--- src/logic/lofpc_pkg.sv ---
package lofpc_pkg;

  // register indices; byte address is four times the index
  localparam logic [5:0] LOFPC_LED_FORCE_IDX = 6'h18;
  localparam logic [5:0] LOFPC_XCVR_CTRL_IDX = 6'h19;

  // led_force_control field positions
  localparam int LOFPC_ACT_VAL_BIT = 0;
  localparam int LOFPC_LNK_VAL_BIT = 1;
  localparam int LOFPC_SPD_VAL_BIT = 2;
  localparam int LOFPC_OVR_EN_LSB = 3;
  localparam int LOFPC_LED_FIELD_W = 6;

  // transceiver_control field positions
  localparam int LOFPC_AUTO_X_BIT = 15;
  localparam int LOFPC_FORCE_X_BIT = 14;
  localparam int LOFPC_PAUSE_RX_BIT = 13;
  localparam int LOFPC_PAUSE_TX_BIT = 12;
  localparam int LOFPC_INJECT_BIT = 11;
  localparam int LOFPC_LONG_SEQ_BIT = 10;
  localparam int LOFPC_PASS_BIT = 9;
  localparam int LOFPC_RUN_BIT = 8;
  localparam int LOFPC_BYPASS_BIT = 7;

  // reset values
  localparam logic [5:0] LOFPC_LED_FORCE_RST = 6'h00;
  localparam logic [14:0] LOFPC_PRBS_SEED = 15'h0001;

  // strap is sampled once its two-stage synchroniser has filled
  localparam logic [1:0] LOFPC_STRAP_WAIT = 2'h2;

  // led pulse stretch time and its cycle count at the core clock
  localparam int LOFPC_CLK_MHZ = 200;
  localparam int LOFPC_LED_STRETCH_MS = 50;
  localparam int LOFPC_STRETCH_CYC = LOFPC_LED_STRETCH_MS * LOFPC_CLK_MHZ * 1000;
  localparam int LOFPC_STRETCH_W = 24;

  // received bits before the checker starts comparing
  localparam logic [4:0] LOFPC_FILL_LONG = 5'h10;
  localparam logic [4:0] LOFPC_FILL_SHORT = 5'h0a;

  typedef enum logic [1:0] {
    LOFPC_BIST_IDLE,
    LOFPC_BIST_FILL,
    LOFPC_BIST_CHECK
  } lofpc_bist_e;

  // internal status indications, index 0 act, 1 link, 2 speed
  typedef struct packed {
    logic speed_100;
    logic link_good;
    logic activity;
  } lofpc_ind_s;

  // negotiation results; ability pairs are {asym_dir, pause}
  typedef struct packed {
    logic [1:0] local_ability_reg;
    logic [1:0] partner_ability_reg;
    logic full_duplex;
    logic auto_swap_req;
  } lofpc_an_s;

  typedef struct packed {
    logic [5:0] led;
    logic auto_x;
    logic force_x;
    logic inject;
    logic long_seq;
    logic run;
    logic bypass;
    logic fail;
    logic pass;
    logic [1:0] strap_cnt;
    logic strap_s1;
    logic strap_s2;
    lofpc_bist_e bst;
    logic [4:0] fill;
    logic [14:0] gen;
    logic [14:0] chk;
    logic tx_bit;
    logic [2:0][LOFPC_STRETCH_W-1:0] str_cnt;
    logic [2:0] led_out;
    logic cross_sel;
    logic pause_rx;
    logic pause_tx;
    logic wr_led;
    logic wr_ctl;
    logic [15:0] rdata;
  } lofpc_state_s;

endpackage

--- src/logic/lofpc_regs.sv ---
`timescale 1ns/1ps

// Behaviour
// - speed override enable drives speed value
// - link override enable drives link value
// - activity override enable drives activity value
// - upper led bits ignore writes, read zero
// - led register reads stored values only
// - strap-reset bit enables automatic crossover
// - force bit crosses the pairs
// - pause receive resolved, full duplex only
// - pause transmit resolved, full duplex only
// - inject bit adds one error while the self-test is out of idle, self-clears
// - pass flag; failure latched until stop
// - bypass skips led pulse stretching
module lofpc_regs
  import lofpc_pkg::*;
#(
  parameter int unsigned STRETCH_CYCLES = LOFPC_STRETCH_CYC
) (
  // clock and reset
  input wire logic mclk,
  input wire logic rstn,
  // ahb-lite slave
  input wire logic hsel,
  input wire logic [31:0] haddr,
  input wire logic [1:0] htrans,
  input wire logic hwrite,
  input wire logic [2:0] hsize,
  input wire logic [31:0] hwdata,
  input wire logic hready,
  output logic hreadyout,
  output logic hresp,
  output logic [31:0] hrdata,
  // transceiver status
  input wire lofpc_ind_s ind,
  input wire lofpc_an_s an,
  input wire logic auto_crossover_strap,
  // led pins
  output logic speed_led_out,
  output logic link_led_out,
  output logic activity_collision_led_out,
  // transceiver control
  output logic crossover_sel,
  output logic pause_rx_en,
  output logic pause_tx_en,
  output logic selftest_tx_bit
);

  lofpc_state_s s_ff;
  lofpc_state_s nxt_s;

  logic addr_ok;
  logic [15:0] wdat;
  logic [2:0] raw;
  logic gen_fb;
  logic chk_fb;
  logic lp;
  logic la;
  logic rp;
  logic ra;
  logic [4:0] fill_max;
  logic stretched;
  logic drive;

  // only whole-word single transfers are issued, so hsize is not decoded
  assign addr_ok = (haddr[31:8] == 24'h000000) && (haddr[1:0] == 2'h0);
  assign wdat = hwdata[15:0];
  assign raw = ind;
  assign lp = an.local_ability_reg[0];
  assign la = an.local_ability_reg[1];
  assign rp = an.partner_ability_reg[0];
  assign ra = an.partner_ability_reg[1];

  // zero wait states, never an error
  assign hreadyout = 1'b1;
  assign hresp = 1'b0;
  assign hrdata = {16'h0000, s_ff.rdata};

  assign speed_led_out = s_ff.led_out[2];
  assign link_led_out = s_ff.led_out[1];
  assign activity_collision_led_out = s_ff.led_out[0];
  assign crossover_sel = s_ff.cross_sel;
  assign pause_rx_en = s_ff.pause_rx;
  assign pause_tx_en = s_ff.pause_tx;
  assign selftest_tx_bit = s_ff.tx_bit;

  always_comb begin
    nxt_s = s_ff;
    gen_fb = 1'b0;
    chk_fb = 1'b0;
    fill_max = LOFPC_FILL_SHORT;
    stretched = 1'b0;
    drive = 1'b0;

    // strap pin: two flops, then caught once after reset release
    nxt_s.strap_s1 = auto_crossover_strap;
    nxt_s.strap_s2 = s_ff.strap_s1;
    // count one past the fill so the catch below happens only once
    if (s_ff.strap_cnt != LOFPC_STRAP_WAIT + 2'h1) begin
      nxt_s.strap_cnt = s_ff.strap_cnt + 2'h1;
    end
    if (s_ff.strap_cnt == LOFPC_STRAP_WAIT) begin
      nxt_s.auto_x = s_ff.strap_s2;
    end

    // the inject request lasts one cycle, flipping one stream bit unless the self-test is idle
    if (s_ff.inject) begin
      nxt_s.inject = 1'b0;
    end

    // data phase of a write
    // only six low bits stored
    if (s_ff.wr_led) begin
      nxt_s.led = wdat[LOFPC_LED_FIELD_W-1:0];
    end
    if (s_ff.wr_ctl) begin
      nxt_s.auto_x = wdat[LOFPC_AUTO_X_BIT];
      nxt_s.force_x = wdat[LOFPC_FORCE_X_BIT];
      nxt_s.long_seq = wdat[LOFPC_LONG_SEQ_BIT];
      nxt_s.run = wdat[LOFPC_RUN_BIT];
      nxt_s.bypass = wdat[LOFPC_BYPASS_BIT];
      if (wdat[LOFPC_INJECT_BIT]) begin
        nxt_s.inject = 1'b1;
      end
    end

    // self-test: generator looped back into a self-syncing checker
    // sequence length select
    if (s_ff.long_seq) begin
      gen_fb = s_ff.gen[14] ^ s_ff.gen[13];
      chk_fb = s_ff.chk[14] ^ s_ff.chk[13];
      fill_max = LOFPC_FILL_LONG;
    end else begin
      gen_fb = s_ff.gen[8] ^ s_ff.gen[4];
      chk_fb = s_ff.chk[8] ^ s_ff.chk[4];
      fill_max = LOFPC_FILL_SHORT;
    end

    case (s_ff.bst)
      LOFPC_BIST_IDLE: begin
        nxt_s.tx_bit = 1'b0;
        nxt_s.gen = LOFPC_PRBS_SEED;
        nxt_s.fill = 5'h00;
        if (s_ff.run) begin
          nxt_s.bst = LOFPC_BIST_FILL;
        end
      end
      LOFPC_BIST_FILL, LOFPC_BIST_CHECK: begin
        nxt_s.gen = {s_ff.gen[13:0], gen_fb};
        nxt_s.tx_bit = gen_fb ^ s_ff.inject;
        nxt_s.chk = {s_ff.chk[13:0], s_ff.tx_bit};
        if (s_ff.bst == LOFPC_BIST_FILL) begin
          nxt_s.fill = s_ff.fill + 5'h01;
          if (s_ff.fill == fill_max) begin
            nxt_s.bst = LOFPC_BIST_CHECK;
          end
        end else if (s_ff.tx_bit != chk_fb) begin
          nxt_s.fail = 1'b1;
        end
        // a new sequence length needs a fresh fill
        if (s_ff.long_seq != nxt_s.long_seq) begin
          nxt_s.bst = LOFPC_BIST_FILL;
          nxt_s.fill = 5'h00;
        end
      end
      default: begin
        nxt_s.bst = LOFPC_BIST_IDLE;
      end
    endcase

    if (!s_ff.run) begin
      nxt_s.bst = LOFPC_BIST_IDLE;
      nxt_s.fail = 1'b0;
    end
    nxt_s.pass = (s_ff.bst == LOFPC_BIST_CHECK) && !nxt_s.fail && s_ff.run;

    for (int i = 0; i < 3; i++) begin
      if (raw[i]) begin
        nxt_s.str_cnt[i] = LOFPC_STRETCH_W'(STRETCH_CYCLES - 1);
      end else if (s_ff.str_cnt[i] != '0) begin
        nxt_s.str_cnt[i] = s_ff.str_cnt[i] - LOFPC_STRETCH_W'(1);
      end
      stretched = raw[i] || (s_ff.str_cnt[i] != '0);
      drive = s_ff.bypass ? raw[i] : stretched;
      if (s_ff.led[LOFPC_OVR_EN_LSB + i]) begin
        nxt_s.led_out[i] = s_ff.led[i];
      end else begin
        nxt_s.led_out[i] = drive;
      end
    end

    nxt_s.cross_sel = s_ff.force_x || (s_ff.auto_x && an.auto_swap_req);

    nxt_s.pause_rx = an.full_duplex &&
                     ((lp && rp) || (lp && la && !rp && ra));
    nxt_s.pause_tx = an.full_duplex &&
                     ((lp && rp) || (!lp && la && rp && ra));

    // address phase; read data taken from the values after any write
    nxt_s.wr_led = 1'b0;
    nxt_s.wr_ctl = 1'b0;
    if (hsel && hready && htrans[1]) begin
      if (hwrite) begin
        nxt_s.wr_led = addr_ok && (haddr[7:2] == LOFPC_LED_FORCE_IDX);
        nxt_s.wr_ctl = addr_ok && (haddr[7:2] == LOFPC_XCVR_CTRL_IDX);
      end else begin
        nxt_s.rdata = 16'h0000;
        if (addr_ok && (haddr[7:2] == LOFPC_LED_FORCE_IDX)) begin
          nxt_s.rdata[LOFPC_LED_FIELD_W-1:0] = nxt_s.led;
        end else if (addr_ok && (haddr[7:2] == LOFPC_XCVR_CTRL_IDX)) begin
          nxt_s.rdata[LOFPC_AUTO_X_BIT] = nxt_s.auto_x;
          nxt_s.rdata[LOFPC_FORCE_X_BIT] = nxt_s.force_x;
          nxt_s.rdata[LOFPC_PAUSE_RX_BIT] = nxt_s.pause_rx;
          nxt_s.rdata[LOFPC_PAUSE_TX_BIT] = nxt_s.pause_tx;
          nxt_s.rdata[LOFPC_INJECT_BIT] = nxt_s.inject;
          nxt_s.rdata[LOFPC_LONG_SEQ_BIT] = nxt_s.long_seq;
          nxt_s.rdata[LOFPC_PASS_BIT] = nxt_s.pass;
          nxt_s.rdata[LOFPC_RUN_BIT] = nxt_s.run;
          nxt_s.rdata[LOFPC_BYPASS_BIT] = nxt_s.bypass;
        end
      end
    end
  end

  always_ff @(posedge mclk or negedge rstn) begin
    if (!rstn) begin
      s_ff <= '0;
      s_ff.led <= LOFPC_LED_FORCE_RST;
      s_ff.gen <= LOFPC_PRBS_SEED;
      s_ff.bst <= LOFPC_BIST_IDLE;
    end else begin
      s_ff <= nxt_s;
    end
  end

endmodule // lofpc_regs

--- config.mk ---
export PLATFORM = sky130hd
export DESIGN_NAME = lofpc_regs
export DESIGN_NICKNAME = d
export VERILOG_FILES = /design/src/logic/lofpc_pkg.sv /design/src/logic/lofpc_regs.sv
export SDC_FILE = /design/constraint.sdc
export NUM_CORES = 1
export LEC_CHECK = 0
export ABC_AREA = 1
export BUFFER_PORTS_ARGS = -buffer_cell sky130_fd_sc_hd__buf_4
export CAP_MARGIN = 30
export CORE_ASPECT_RATIO = 0.75
export CORE_MARGIN = 10
export CORE_UTILIZATION = 45
export DETAILED_ROUTE_END_ITERATION = 12
export PLACE_DENSITY = 0.65
export RECOVER_POWER = 50
export SLEW_MARGIN = 20
export SYNTH_ARGS = -nofsm -noshare
export SYNTH_HDL_FRONTEND = slang
export SYNTH_SLANG_ARGS = --single-unit
--- constraint.sdc ---
create_clock -name mclk -period 1.45 [get_ports mclk]
set_input_delay 0.2175 -clock mclk [delete_from_list [all_inputs] [get_ports mclk]]
set_output_delay 0.2175 -clock mclk [all_outputs]
set_load 0.03 [all_outputs]
==> qor.yml <==
status:
  run_status: "complete, but fails checks"
  violations: "negative setup slack"
clocking:
  path_clk_slew_ns: 0.07
  cts_buffers: 17
  clk_latency_ns: 0.43
  cts_root_buffer: "clkbuf_16"
  htreeDepth: 4
  cts_sinks: 150
  clockBufferDepth: 2
  cts_tree: "yes"
finish:
  layout_commonest_cell: "buf_4"
  antenna_cells: 0
  final_cell_mix: "buf_4 (196), nand2_1 (174), dfrtp_1 (126), inv_1 (105), nor2_1 (90)"
  final_nets: 1381
  syn_to_final_growth_pct: 39.92
  finalInstanceArea_um2: 11630
  drive_above_1_share_pct: 38.94
timing:
  min_period_ns: 1.515
  skew_ns: 0.01060
  maxSlewHeadroom_pct: 46.42
  max_freq_mhz: 659.9
  fin_setup_tns_ns: -0.4209
  hold_viol: 0
  finalCritPeriodShare_pct: 104.5
  worstMarginPinSlew_ns: 0.8037
  setup_viol: 16
  layout_setup_ws_ns: -0.06532
  slew_viol_final: 0
  rsz0062_at_grt: "true"
setup_path:
  crit_arrival_ns: 1.89
  crit_buf_inv: 2
  cp_slowest_cell: "dfrtp_2"
  max_stage_delay_ns: 0.45
  endpoint_kind: "flip-flop"
  path_depth: 9
  r2r_start: "s_ff[54]$_DFFE_PN0P_"
  cp_data_required_time_ns: 1.82
  path_class: "reg -> reg"
  cp-startpoint: "s_ff[54]$_DFFE_PN0P_"
  reg2reg_depth: 9
  critical_path.cell_chain: "nor2_4 > nand2_4 > buf_4 > nor2_4 > nand2_2 > or2_0 > nand3_1 > nand2_1 > inv_1"
  cp-start-kind: "flip-flop"
  path_common_cell: "nor2_4"
  crit_family: "simple AND/OR/NAND/NOR gates"
  critPathMaxFanout: 3
floorplanning:
  chipWidth_um: 176.9
  die-area_um2: 24370
  die_h_um: 137.7
  start_util_pct: 46.53
  placementRows: 42
  core_area_um2: 17870
  io_pins: 125
placement:
  port_buffers: 81
  placed_area_um2: 9861
  hpwl_um: 16020
  gp_congestion: 0.8967
  dpl_worst_slack_ns: -0.1087
logic_synthesis:
  async_flop_share_pct: 100.0
  ys.flop_type: "dfrtp_1"
  synth_edf_count: 0
  synth-seq-cells: 150
  syn-cell-area_um2: 8313
  ys_seq_area_share_pct: 45.17
  yosysWarnings: 0
  netlist_instances: 1070
  yosysUniqueCellTypes: 45
  avgSynthCellArea_um2: 7.769
global_route:
  grt_pass1_vias: 7305
  grtUsageTotal_pct: 18.25
  antenna_found_initial: 0
  grt-ovfl-total: 0
  grt_max_degree: 48
  grt_pass1_wl_um: 36200
min_path:
  min_path_type: "in -> reg"
  whs_path_depth: 3
  hold_start: "an[1]"
power:
  max-vdd-ir-drop_uv: 981.6
  power_leakage_nw: 5.262
  powerDensity_nw_per_um2: 1056
routing:
  wirelength_um: 23240
  viasPerCell: 5.037
  vias: 7752
  dr.pass1.iters: 5
  drc_errors: 0
  drt_iter0_drc: 533
  wl_per_cell_um: 15.10
  drt.antenna.violating_nets: 0
run:
  drv_cap: 0
==> area by class of cell <==
class / count / area, um^2
Clock inverter: 13 / 160.2
Clock buffer: 19 / 442.9
Timing Repair Buffer: 227 / 1818
Sequential cell: 150 / 3784
Inverter: 126 / 483.0
Tap cell: 242 / 302.8
Fill cell: 1468 / 6236
Multi-Input combinational cell: 760 / 4626
Timing Repair inverter: 2 / 15.01
==> report_power, final <==
group	total [mW]	internal, mW	switching [mW]
registers	4.81	4.58	0.224
logic	2.92	1.21	1.70
clock network	4.56	2.64	1.92
==> routing by layer <==
metal / GRT usage (%) / routed length (um)
met2: 27.45 / 10680
met4: 5.077 / 336
met1: 25.36 / 10820
met5: 0 / 0
met3: 4.787 / 1406
==> path summary, 6_finish.rpt <==
| check | endpoint | slack, ns |
|---|---|---|
| setup / recovery | s_ff[60]$_DFFE_PN0P_ | -0.07 |
| hold / removal | pause_tx_en$_DFF_PN0_ | 0.03 |
| setup reg to reg | s_ff[60]$_DFFE_PN0P_ | -0.07 |
| hold reg to reg | s_ff[134]$_DFF_PN0_ | 0.36 |
| max in group asynchronous | s_ff[28]$_DFFE_PN0P_ | 0.23 |
| min in group asynchronous | s_ff[51]$_DFFE_PN0P_ | 0.17 |
==> synth_stat cells (2+ instances only) <==
| master | instances | share of area, % |
|---|---|---|
| nor2_2 | 27 | 2.0 |
| nor2_1 | 155 | 7.0 |
| ha_1 | 13 | 2.0 |
| o31ai_1 | 3 | 0.27 |
| nand2_2 | 10 | 0.75 |
| a31oi_1 | 8 | 0.60 |
| dfrtp_1 | 149 | 45 |
| nor2_8 | 2 | 0.48 |
| nand4_2 | 2 | 0.30 |
| nand2_1 | 217 | 9.8 |
| inv_2 | 6 | 0.27 |
| o22ai_1 | 16 | 1.2 |
| buf_4 | 36 | 3.3 |
| nand3_1 | 96 | 5.8 |
| inv_1 | 120 | 5.4 |
| and3_1 | 3 | 0.23 |
| o21ai_0 | 56 | 3.4 |
| or2_2 | 4 | 0.30 |
| nand3_2 | 2 | 0.24 |
| clkbuf_1 | 10 | 0.45 |
| nor3_1 | 7 | 0.42 |
| xnor2_1 | 5 | 0.53 |
| or2_0 | 9 | 0.68 |
| buf_2 | 5 | 0.30 |
| nand3b_1 | 9 | 0.81 |
| nor2_4 | 9 | 1.2 |
| o21ai_2 | 4 | 0.42 |
| o21bai_1 | 7 | 0.63 |
| nor3_2 | 2 | 0.24 |
| conb_1 | 2 | 0.090 |
| nand4_1 | 22 | 1.7 |
| nand3_4 | 2 | 0.42 |
| a21oi_1 | 39 | 2.3 |
| nor3b_1 | 2 | 0.18 |
==> logic make-up after synthesis <==
| logic type | synth area share (%) |
|---|---|
| multiplexers | 0.1355 |
| XOR/XNOR | 0.6321 |
| AND/OR/NAND/NOR | 33.10 |
| AO/OA/AOI/OAI | 9.091 |
| other | 0.09034 |
| adder cells (fa/ha/maj) | 1.957 |
| buffers and inverters | 9.828 |
| flip-flops | 45.17 |
==> tightest hold or removal path: cells and delay by family <==
kind | cells | cell delay, ns
simple gates | 2 | 0.10
buf+inv | 1 | 0.11
==> what timing repair did <==
item	in CTS	in global routing
gates resized for setup	59	227
endpoints found under the setup margin	65	99
endpoints found under the hold margin	152	0
setup buffers	10	22
hold buffers	4	0
pin swaps	14	76
cloned	1	3
==> metrics by stage <==
stage | power, mW | hold WS, ns | std cells | util (%)
floorplan | 6.522 | -0.07809 | 1087 | -
global placement | 7.307 | 0.07377 | 1468 | 55.19
detailed placement | 7.361 | 0.07543 | 1468 | 55.19
CTS | 11.99 | 0.01848 | 1515 | 60.17
global route | 12.95 | 0.02885 | 1539 | 65.10
finish | 12.28 | 0.03319 | 1539 | 65.10
==> state kept, by name, summed over array words and instances, names as in the netlist <==
| register | cells |
|---|---|
| pause_tx_en | 1 |
| link_led_out | 1 |
| activity_collision_led_out | 1 |
| pause_rx_en | 1 |
| selftest_tx_bit | 1 |
| crossover_sel | 1 |
| s_ff | 127 |
| hrdata | 15 |
| speed_led_out | 1 |
| nxt_s | 1 |
No activity file was read; power rests on OpenSTA's default activity.
